--- config.mk ---
export PLATFORM = sky130hd
export DESIGN_NAME = sst_translator
export DESIGN_NICKNAME = d
export VERILOG_FILES = /design/src/hw/sst_pkg.sv /design/src/hw/sst_input_filter.sv /design/src/hw/sst_translator.sv
export SDC_FILE = /design/constraint.sdc
export NUM_CORES = 1
export LEC_CHECK = 0
export ABC_AREA = 0
export BUFFER_PORTS_ARGS = -buffer_cell sky130_fd_sc_hd__buf_2
export CAP_MARGIN = 20
export CORE_UTILIZATION = 61
export DETAILED_ROUTE_END_ITERATION = 8
export PLACE_DENSITY_LB_ADDON = 0.3
export SLEW_MARGIN = 10
export SYNTH_ARGS = -nofsm -noshare
export SYNTH_HDL_FRONTEND = slang
export SYNTH_HIERARCHICAL = 1
export SYNTH_SLANG_ARGS = --single-unit
export TNS_END_PERCENT = 10
--- constraint.sdc ---
create_clock -name i_mclk -period 4.95 [get_ports i_mclk]
set_input_delay 0.495 -clock i_mclk [delete_from_list [all_inputs] [get_ports i_mclk]]
set_output_delay 0.495 -clock i_mclk [all_outputs]
set_load 0.03 [all_outputs]
--- src/hw/sst_pkg.sv ---
// Shared constants for the stepper step translator
package sst_pkg;

    // ****************************************************************
    // Timing
    // ****************************************************************
    localparam int unsigned CLK_PERIOD_NS = 40;
    // Glitch filter: a level must stand this long before it is accepted
    localparam int unsigned FILT_NS = 200;
    localparam int unsigned FILT_CYC = (FILT_NS + CLK_PERIOD_NS - 1) / CLK_PERIOD_NS;

    // ****************************************************************
    // Sequence position
    // ****************************************************************
    // 64 sixteenth-step positions per electrical cycle
    localparam int unsigned POS_W = 6;
    localparam logic [5:0] POS_HOME = 6'h00;
    // Both phases at equal current when the low four bits are zero
    localparam logic [3:0] POS_TWO_PHASE = 4'h0;
    localparam logic [5:0] GRID_FULL = 6'h10;
    localparam logic [5:0] GRID_HALF = 6'h08;
    localparam logic [5:0] GRID_QUARTER = 6'h04;
    localparam logic [5:0] GRID_EIGHTH = 6'h02;
    localparam logic [5:0] GRID_SIXTEENTH = 6'h01;
    localparam logic [5:0] OFS_EQUAL = 6'h00;
    localparam logic [5:0] OFS_FULL_CUR = 6'h08;

    // ****************************************************************
    // Step mode codes {bit3, bit2, bit1}
    // ****************************************************************
    localparam logic [2:0] MODE_FULL_EQ = 3'h0;
    localparam logic [2:0] MODE_FULL_FC = 3'h1;
    localparam logic [2:0] MODE_HALF = 3'h2;
    localparam logic [2:0] MODE_HALF_FC = 3'h3;
    localparam logic [2:0] MODE_QUARTER = 3'h4;
    localparam logic [2:0] MODE_EIGHTH = 3'h5;
    localparam logic [2:0] MODE_SIXTEENTH = 3'h6;
    localparam logic [2:0] MODE_STANDBY = 3'h7;

    // ****************************************************************
    // Filtered input vector positions
    // ****************************************************************
    localparam int unsigned IN_STEP = 0;
    localparam int unsigned IN_DIR = 1;
    localparam int unsigned IN_M1 = 2;
    localparam int unsigned IN_M2 = 3;
    localparam int unsigned IN_M3 = 4;
    localparam int unsigned IN_SYNC = 5;
    localparam int unsigned IN_COAST = 6;
    localparam int unsigned IN_FAULT = 7;
    localparam int unsigned IN_NUM = 8;

    // ****************************************************************
    // APB register map
    // ****************************************************************
    localparam logic [7:0] REG_STATUS = 8'h00;
    localparam logic [7:0] REG_CONTROL = 8'h04;
    localparam logic [7:0] REG_STEP_COUNT = 8'h08;
    localparam logic [31:0] CONTROL_RESET = 32'h0000_0000;
    // CONTROL fields
    localparam int unsigned CTL_SOFT_COAST = 0;
    localparam int unsigned CTL_SOFT_STEP = 1;
    // STATUS fields
    localparam int unsigned ST_POS_LSB = 0;
    localparam int unsigned ST_MODE_LSB = 8;
    localparam int unsigned ST_DIR = 11;
    localparam int unsigned ST_STAGE_ON = 12;
    localparam int unsigned ST_MONITOR = 13;
    localparam int unsigned ST_PROTECT = 14;
    localparam int unsigned ST_STANDBY = 15;
    localparam int unsigned ST_COAST = 16;
    localparam int unsigned ST_SYNC_CHOP = 17;

endpackage : sst_pkg

--- src/hw/sst_input_filter.sv ---
// Two-flop synchroniser and stable-level glitch filter for one input
`timescale 1ns/100ps
module sst_input_filter #(
    parameter int unsigned FILT_CYC = 5
) (
    // Clock and reset
    input wire logic i_mclk,
    input wire logic i_reset,
    // Raw and filtered level
    input wire logic i_raw,
    output logic o_level
);
    logic meta_q;
    logic sync_q;
    logic [7:0] cnt_q;

    always_ff @(posedge i_mclk)
    begin
        meta_q <= i_raw;
        sync_q <= meta_q;
    end

    // Level is accepted only after standing FILT_CYC cycles
    always_ff @(posedge i_mclk)
    begin
        if (i_reset)
        begin
            cnt_q <= 8'h00;
            o_level <= 1'b0;
        end
        else if (sync_q == o_level)
        begin
            cnt_q <= 8'h00;
        end
        else if (cnt_q >= 8'(FILT_CYC - 1))
        begin
            cnt_q <= 8'h00;
            o_level <= sync_q;
        end
        else
        begin
            cnt_q <= cnt_q + 8'h01;
        end
    end

endmodule : sst_input_filter

--- src/hw/sst_translator.sv ---
// Step translator and sequencer for a two-phase unipolar stepper driver
`timescale 1ns/100ps
module sst_translator #(
    parameter bit MICROSTEP = 1'b1,
    parameter bit PROTECTION = 1'b1,
    parameter int unsigned FILT_CYC = sst_pkg::FILT_CYC
) (
    // Clock and system reset (logic supply power-on)
    input wire logic i_mclk,
    input wire logic i_reset,
    // Home reset pin, asynchronous
    input wire logic i_home_reset,
    // Step interface from the controller
    input wire logic i_step_clock,
    input wire logic i_direction,
    input wire logic i_step_mode_bit1,
    input wire logic i_step_mode_bit2,
    input wire logic i_step_mode_bit3,
    input wire logic i_sync_chop,
    input wire logic i_reference_coast_input,
    // Protection comparator trip
    input wire logic i_overcurrent,
    // APB slave
    input wire logic psel,
    input wire logic penable,
    input wire logic pwrite,
    input wire logic [7:0] paddr,
    input wire logic [31:0] pwdata,
    output logic [31:0] prdata,
    output logic pready,
    output logic pslverr,
    // Translator outputs
    output logic [5:0] o_position,
    output logic o_stage_enable,
    output logic o_sync_chop_active,
    output logic o_two_phase_monitor,
    output logic o_protect_flag
);

    // ****************************************************************
    // Input synchronisation and filtering
    // ****************************************************************
    logic [sst_pkg::IN_NUM-1:0] raw_in;
    logic [sst_pkg::IN_NUM-1:0] flt_in;

    always_comb
    begin
        raw_in = '0;
        raw_in[sst_pkg::IN_STEP] = i_step_clock;
        raw_in[sst_pkg::IN_DIR] = i_direction;
        raw_in[sst_pkg::IN_M1] = i_step_mode_bit1;
        raw_in[sst_pkg::IN_M2] = i_step_mode_bit2;
        raw_in[sst_pkg::IN_M3] = i_step_mode_bit3;
        raw_in[sst_pkg::IN_SYNC] = i_sync_chop;
        raw_in[sst_pkg::IN_COAST] = i_reference_coast_input;
        raw_in[sst_pkg::IN_FAULT] = i_overcurrent;
    end

    genvar gi;
    generate
        for (gi = 0; gi < sst_pkg::IN_NUM; gi++)
        begin : g_filt
            sst_input_filter #(
                .FILT_CYC(FILT_CYC)
            ) u_filt (
                .i_mclk(i_mclk),
                .i_reset(i_reset),
                .i_raw(raw_in[gi]),
                .o_level(flt_in[gi])
            );
        end
    endgenerate

    logic step_q;
    logic step_rise;
    logic [2:0] mode_in;
    logic coast;
    logic standby;

    always_ff @(posedge i_mclk)
    begin
        if (i_reset)
        begin
            step_q <= 1'b0;
        end
        else
        begin
            step_q <= flt_in[sst_pkg::IN_STEP];
        end
    end

    assign step_rise = flt_in[sst_pkg::IN_STEP] & ~step_q;
    assign mode_in = {flt_in[sst_pkg::IN_M3], flt_in[sst_pkg::IN_M2], flt_in[sst_pkg::IN_M1]};
    assign coast = flt_in[sst_pkg::IN_COAST];
    // Upper codes are standby on full/half parts
    assign standby = (mode_in == sst_pkg::MODE_STANDBY) | (~MICROSTEP & mode_in[2]);

    // ****************************************************************
    // APB registers
    // ****************************************************************
    logic [31:0] control_q;
    logic soft_step_q;
    logic [31:0] step_count_q;
    logic apb_wr;
    logic [31:0] status;

    assign apb_wr = psel & penable & pwrite;
    assign pready = 1'b1;

    always_ff @(posedge i_mclk)
    begin
        if (i_reset)
        begin
            control_q <= sst_pkg::CONTROL_RESET;
            soft_step_q <= 1'b0;
        end
        else
        begin
            soft_step_q <= 1'b0;
            if (apb_wr && paddr == sst_pkg::REG_CONTROL)
            begin
                control_q <= pwdata & 32'h0000_0001;
                soft_step_q <= pwdata[sst_pkg::CTL_SOFT_STEP];
            end
        end
    end

    // ****************************************************************
    // Step sequencing
    // ****************************************************************
    logic [5:0] pos_q;
    logic [5:0] pos_d;
    logic dir_q;
    logic [2:0] mode_q;
    logic step_evt;
    logic [5:0] grid;
    logic [5:0] ofs;
    logic [5:0] rel;
    logic [5:0] mask;

    // Frozen in standby; steps still run while coasting
    assign step_evt = (step_rise | soft_step_q) & ~standby;

    // Grid size and offset of the newly sampled mode
    always_comb
    begin
        grid = sst_pkg::GRID_FULL;
        ofs = sst_pkg::OFS_EQUAL;
        unique case (mode_in)
            sst_pkg::MODE_FULL_EQ:
            begin
                grid = sst_pkg::GRID_FULL;
            end
            sst_pkg::MODE_FULL_FC:
            begin
                grid = sst_pkg::GRID_FULL;
                ofs = sst_pkg::OFS_FULL_CUR;
            end
            sst_pkg::MODE_HALF, sst_pkg::MODE_HALF_FC:
            begin
                grid = sst_pkg::GRID_HALF;
            end
            sst_pkg::MODE_QUARTER:
            begin
                grid = sst_pkg::GRID_QUARTER;
            end
            sst_pkg::MODE_EIGHTH:
            begin
                grid = sst_pkg::GRID_EIGHTH;
            end
            sst_pkg::MODE_SIXTEENTH, sst_pkg::MODE_STANDBY:
            begin
                grid = sst_pkg::GRID_SIXTEENTH;
            end
        endcase
    end

    // Off-grid positions left by the old mode snap to the new grid
    always_comb
    begin
        rel = pos_q - ofs;
        mask = grid - 6'h01;
        if ((rel & mask) == 6'h00)
        begin
            if (flt_in[sst_pkg::IN_DIR])
            begin
                pos_d = pos_q - grid;
            end
            else
            begin
                pos_d = pos_q + grid;
            end
        end
        else if (flt_in[sst_pkg::IN_DIR])
        begin
            pos_d = (rel & ~mask) + ofs;
        end
        else
        begin
            pos_d = (rel | mask) + 6'h01 + ofs;
        end
    end

    // Position returns home at once on the home reset pin
    always_ff @(posedge i_mclk or posedge i_home_reset)
    begin
        if (i_home_reset)
        begin
            pos_q <= sst_pkg::POS_HOME;
        end
        else if (i_reset)
        begin
            pos_q <= sst_pkg::POS_HOME;
        end
        else if (step_evt)
        begin
            pos_q <= pos_d;
        end
    end

    // Direction and mode as applied at the last accepted step
    always_ff @(posedge i_mclk)
    begin
        if (i_reset)
        begin
            dir_q <= 1'b0;
            mode_q <= sst_pkg::MODE_FULL_EQ;
        end
        else if (step_evt)
        begin
            dir_q <= flt_in[sst_pkg::IN_DIR];
            mode_q <= mode_in;
        end
    end

    always_ff @(posedge i_mclk)
    begin
        if (i_reset)
        begin
            step_count_q <= 32'h0000_0000;
        end
        else if (step_evt)
        begin
            step_count_q <= step_count_q + 32'h0000_0001;
        end
    end

    // ****************************************************************
    // Protection latch
    // ****************************************************************
    logic prot_q;

    // Cleared only by the power-on reset, never by the home reset pin
    always_ff @(posedge i_mclk)
    begin
        if (i_reset)
        begin
            prot_q <= 1'b0;
        end
        else if (PROTECTION && flt_in[sst_pkg::IN_FAULT])
        begin
            prot_q <= 1'b1;
        end
    end

    // ****************************************************************
    // Outputs
    // ****************************************************************
    logic at_two_phase;
    logic stage_on;

    assign at_two_phase = (pos_q[3:0] == sst_pkg::POS_TWO_PHASE);
    assign stage_on = ~coast & ~standby & ~prot_q & ~flt_in[sst_pkg::IN_FAULT]
        & ~control_q[sst_pkg::CTL_SOFT_COAST];

    always_ff @(posedge i_mclk or posedge i_home_reset)
    begin
        if (i_home_reset)
        begin
            o_stage_enable <= 1'b0;
        end
        else if (i_reset)
        begin
            o_stage_enable <= 1'b0;
        end
        else
        begin
            o_stage_enable <= stage_on;
        end
    end

    always_ff @(posedge i_mclk)
    begin
        if (i_reset)
        begin
            o_two_phase_monitor <= 1'b1;
            o_sync_chop_active <= 1'b0;
            o_protect_flag <= 1'b0;
        end
        else
        begin
            o_two_phase_monitor <= at_two_phase;
            o_sync_chop_active <= flt_in[sst_pkg::IN_SYNC] & at_two_phase;
            o_protect_flag <= prot_q;
        end
    end

    assign o_position = pos_q;

    // ****************************************************************
    // APB read path
    // ****************************************************************
    always_comb
    begin
        status = 32'h0000_0000;
        status[sst_pkg::ST_POS_LSB +: 6] = pos_q;
        status[sst_pkg::ST_MODE_LSB +: 3] = mode_q;
        status[sst_pkg::ST_DIR] = dir_q;
        status[sst_pkg::ST_STAGE_ON] = o_stage_enable;
        status[sst_pkg::ST_MONITOR] = o_two_phase_monitor;
        status[sst_pkg::ST_PROTECT] = prot_q;
        status[sst_pkg::ST_STANDBY] = standby;
        status[sst_pkg::ST_COAST] = coast;
        status[sst_pkg::ST_SYNC_CHOP] = o_sync_chop_active;
    end

    always_comb
    begin
        prdata = 32'h0000_0000;
        pslverr = 1'b0;
        if (psel && penable)
        begin
            unique case (paddr)
                sst_pkg::REG_STATUS:
                begin
                    prdata = pwrite ? 32'h0000_0000 : status;
                end
                sst_pkg::REG_CONTROL:
                begin
                    prdata = pwrite ? 32'h0000_0000 : control_q;
                end
                sst_pkg::REG_STEP_COUNT:
                begin
                    prdata = pwrite ? 32'h0000_0000 : step_count_q;
                end
                default:
                begin
                    pslverr = 1'b1;
                end
            endcase
        end
    end

endmodule : sst_translator

==> Implementation_results.wiki <==
{| class="wikitable"
! Metric !! Value
|-
| Status || finished, final reports clean
|-
| Post-synthesis sequential element count || 138
|-
| Post-CTS Setup Bufs || 0
|-
| Largest fanout on the critical path || 15
|-
| Max_cap viols || 0
|-
| Cell type with the highest aggregate area in the netlist || dfxtp_1
|-
| Drt pass-1 iters || 5
|-
| Synth top area share || 43.3%
|-
| Met2 capacity usage during global routing || 45.8%
|-
| Fraction of layout instances using a drive strength above 1 || 16.0%
|-
| Wire length of the first global-routing pass || 20,900 µm
|-
| Floorplan die width || 102 µm
|-
| Via count of the first global-routing pass || 4,685
|-
| Starting density of the core || 64.3%
|-
| Clock slew at reported path FFs || 70 ps
|-
| Power density over cell area || 365 nW/µm²
|-
| Count of buffering cells on the critical path with inverters included || 2
|-
| Initial antenna violation count || 0
|-
| Max-slew violation count || 0
|-
| Worst IR Drop VDD || 0.355 mV
|-
| Tightest slew margin relative to the limit || 36.4%
|-
| Share of flip-flops with an asynchronous set or reset || 5.07%
|-
| Number of clock sinks || 138
|-
| Max stage delay cell, worst path || dfxtp_1
|-
| Critical Path RT || 5340 ps
|-
| RePlAce Congestion || 0.859
|-
| Die Footprint || 10,300 µm²
|-
| Count of endpoints failing hold in the final timing report || 0
|-
| Via-to-Cell Ratio || 5.44
|-
| Global route overflow || 0
|-
| Die boundary height || 102 µm
|-
| Number of vias in the routed layout || 4,855
|-
| Top cells by area, synth || dfxtp_1 (43%), ha_1 (6.2%), nor2_1 (6.0%)
|-
| Total setup violations reported at the end of the flow || 0
|-
| Detailed-route DRC error count || 0
|-
| Buffers on Ports || 66
|-
| Placeable core area || 9420 µm²
|-
| Gate family responsible for the most delay along the worst path || compound AO/OA/AOI/OAI gates
|-
| Most heavily used metal layer in global routing || met2
|-
| Total area of multi-input combinational cells || 3090 µm²
|-
| Aggregate negative setup slack || 0 ps
|-
| Synthesis warning total || 6
|-
| EDFF count, synth || 0
|-
| Kind of end point of the critical path || flop
|-
| FP Rows || 35
|-
| Number of instances in the synthesized netlist || 652
|-
| H-tree level count || 4
|-
| Static leakage || 3.09 nW
|-
| Area of all sequential standard cells || 2800 µm²
|-
| Average cell area after synthesis || 9.28 µm²
|-
| Post-route clock skew || 10.9 ps
|-
| DP Area || 6590 µm²
|-
| Number of nets still failing antenna checks after routing || 0
|-
| Most frequently used cell type in the post-synthesis netlist || dfxtp_1
|-
| Clock latency reported for the late side of the worst-skew pair || 520 ps
|-
| Type of the setup path with the least slack || reg2reg
|-
| Peak Freq || 0.307 GHz
|-
| Final period utilization || 65.7%
|-
| Pin count of the biggest net entering global routing || 45
|-
| Met1 usage || 30.2%
|-
| Class of the most critical hold timing path || in2reg
|-
| Total track usage || 26.2%
|-
| Unique masters post-synth || 58
|-
| Number of ports placed on the die boundary || 98
|-
| RSZ-0062 raised after global routing || no
|-
| Initial drt markers || 217
|-
| Count of inserted antenna diode cells || 0
|-
| Global-route track usage on met3 || 6.35%
|-
| Largest buffer count on any clock path || 2
|-
| Inserted Clock Buffers || 17
|-
| CTS tree || done
|-
| HPWL after detailed placement || 8290 µm
|-
| Number of nets in the layout || 835
|-
| Post-route cell area || 7160 µm²
|-
| Final critical path time including I/O delays and setup || 3250 ps
|-
| Worst Max-Slew Pin Slew || 954 ps
|-
| Top cell types by occurrence after synthesis || dfxtp_1 (131), nor2_1 (97), inv_1 (50)
|-
| DRT Wirelength || 12,600 µm
|-
| Critical Path AT || 3650 ps
|-
| Dominant synthesized flop cell || dfxtp_1
|-
| WL/cell || 14.2 µm
|-
| Kind of start point of the critical path || flop
|-
| Root buffer cell || clkbuf_8
|-
| Register area share after synthesis || 46.2%
|-
| Critical-path cell list || nand2_1 > ha_1 > inv_1 > nor2_1 > o21bai_1 > inv_1 > ha_1 > nor2b_1 > o21ai_0 > a21boi_0 > mux2i_1 > a31oi_1 > o311ai_2
|-
| Synthesis-to-finish area growth || 18.3%
|-
| Mapped cell area || 6050 µm²
|-
| Largest stage delay on the critical path || 730 ps
|-
| Number of filler cells placed in the layout || 633
|}
-- metal layers --
metal	routed length (µm)	share of wire, %
met1	5260	42
met2	6340	50
met3	773	6.1
met4	252	2.0
met5	0	0
-- through the flow --
| step | hold slack [ps] | util [%] | power (W) | setup slack, ps | cells |
|---|---|---|---|---|---|
| 5_1_grt | 47.1 | 76.1 | 0.00271 | 1360 | 892 |
| 6_report | 73.6 | 76.1 | 0.00262 | 1700 | 892 |
| 3_5_place_dp | 312 | 70.0 | 0.00144 | 1800 | 859 |
| 3_3_place_gp | 312 | 70.0 | 0.00143 | 1950 | 859 |
| 2_1_floorplan | 298 | - | 0.00138 | 2140 | 684 |
| 4_1_cts | 56.3 | 76.1 | 0.00263 | 1720 | 892 |
-- worst register-to-register path, cell delays in order (launching register included) --
cell and delay, ps:
dfxtp_1 730, nand2_1 240, ha_1 390, inv_1 90, nor2_1 80, o21bai_1 180
inv_1 80, ha_1 270, nor2b_1 110, o21ai_0 100, a21boi_0 400, mux2i_1 130
a31oi_1 200, o311ai_2 130
-- repair_timing --
action	CTS	global route
hold buffers	1	0
gates resized for setup	0	0
hold endpoints to repair	7	0
-- final timing paths --
check | start | depth (start not counted) | end | slack, ps
worst min register to register | g_filt[4].u_filt/meta_q | 0 | g_filt[4].u_filt/sync_q | 330
min in group asynchronous | i_home_reset | 3 | o_position[3] | 470
worst max-delay path | g_filt[3].u_filt/o_level | 13 | o_position[5] | 1700
max in group asynchronous | i_home_reset | 3 | o_stage_enable | 4210
worst max register to register | g_filt[3].u_filt/o_level | 13 | o_position[5] | 1700
worst min-delay path | i_reference_coast_input | 1 | g_filt[6].u_filt/meta_q | 70
-- layout by cell type (no fill, tap or decap), types with 14 or more instances in the layout --
cell       instances
a22oi_1           16
inv_1             50
buf_2             66
a21oi_1           28
nor2_1            97
dfxtp_1          131
conb_1            42
clkbuf_16         16
ha_1              30
xor2_1            23
nand4_1           15
and3_1            22
nand2_1           39
xnor2_1           23
nand3_1           14
-- power breakdown --
group          internal, W  switching (W)  total [W]
Sequential         0.00115      0.0000444    0.00120
Combinational    0.0000941       0.000137   0.000231
Clock             0.000690       0.000498    0.00119
Total              0.00194       0.000680    0.00262
-- final cells by class --
type	instances	area share [%]
clock inverters	14	1.89
multi-input cells	473	43.1
clock buffers	18	5.97
inverters	50	2.62
flip-flops and latches	138	39.1
well taps	129	2.25
repair buffers	70	5.07
-- logic make-up (layout without fill, tap and decap cells) --
kind of cell / after synthesis / after routing / share of synthesized area, %
xor+xnor: 47 / 47 / 6.93
mux: 5 / 5 / 0.848
compound gates: 91 / 91 / 11.0
buf+inv: 73 / 152 / 4.80
flops: 138 / 138 / 46.2
other cells: 10 / 42 / 0.620
fa+ha+maj: 31 / 31 / 6.53
simple gates: 257 / 257 / 23.1
-- registers in the layout, indices dropped and copies added (netlist names), 3 cells and up --
name and cells:
g_filt.u_filt/meta_q 8, g_filt.u_filt/sync_q 8, g_filt.u_filt/cnt_q 64, mode_q 3
o_position 6, step_count_q 32, g_filt.u_filt/o_level 8
Power figures use the tool's default switching activity.
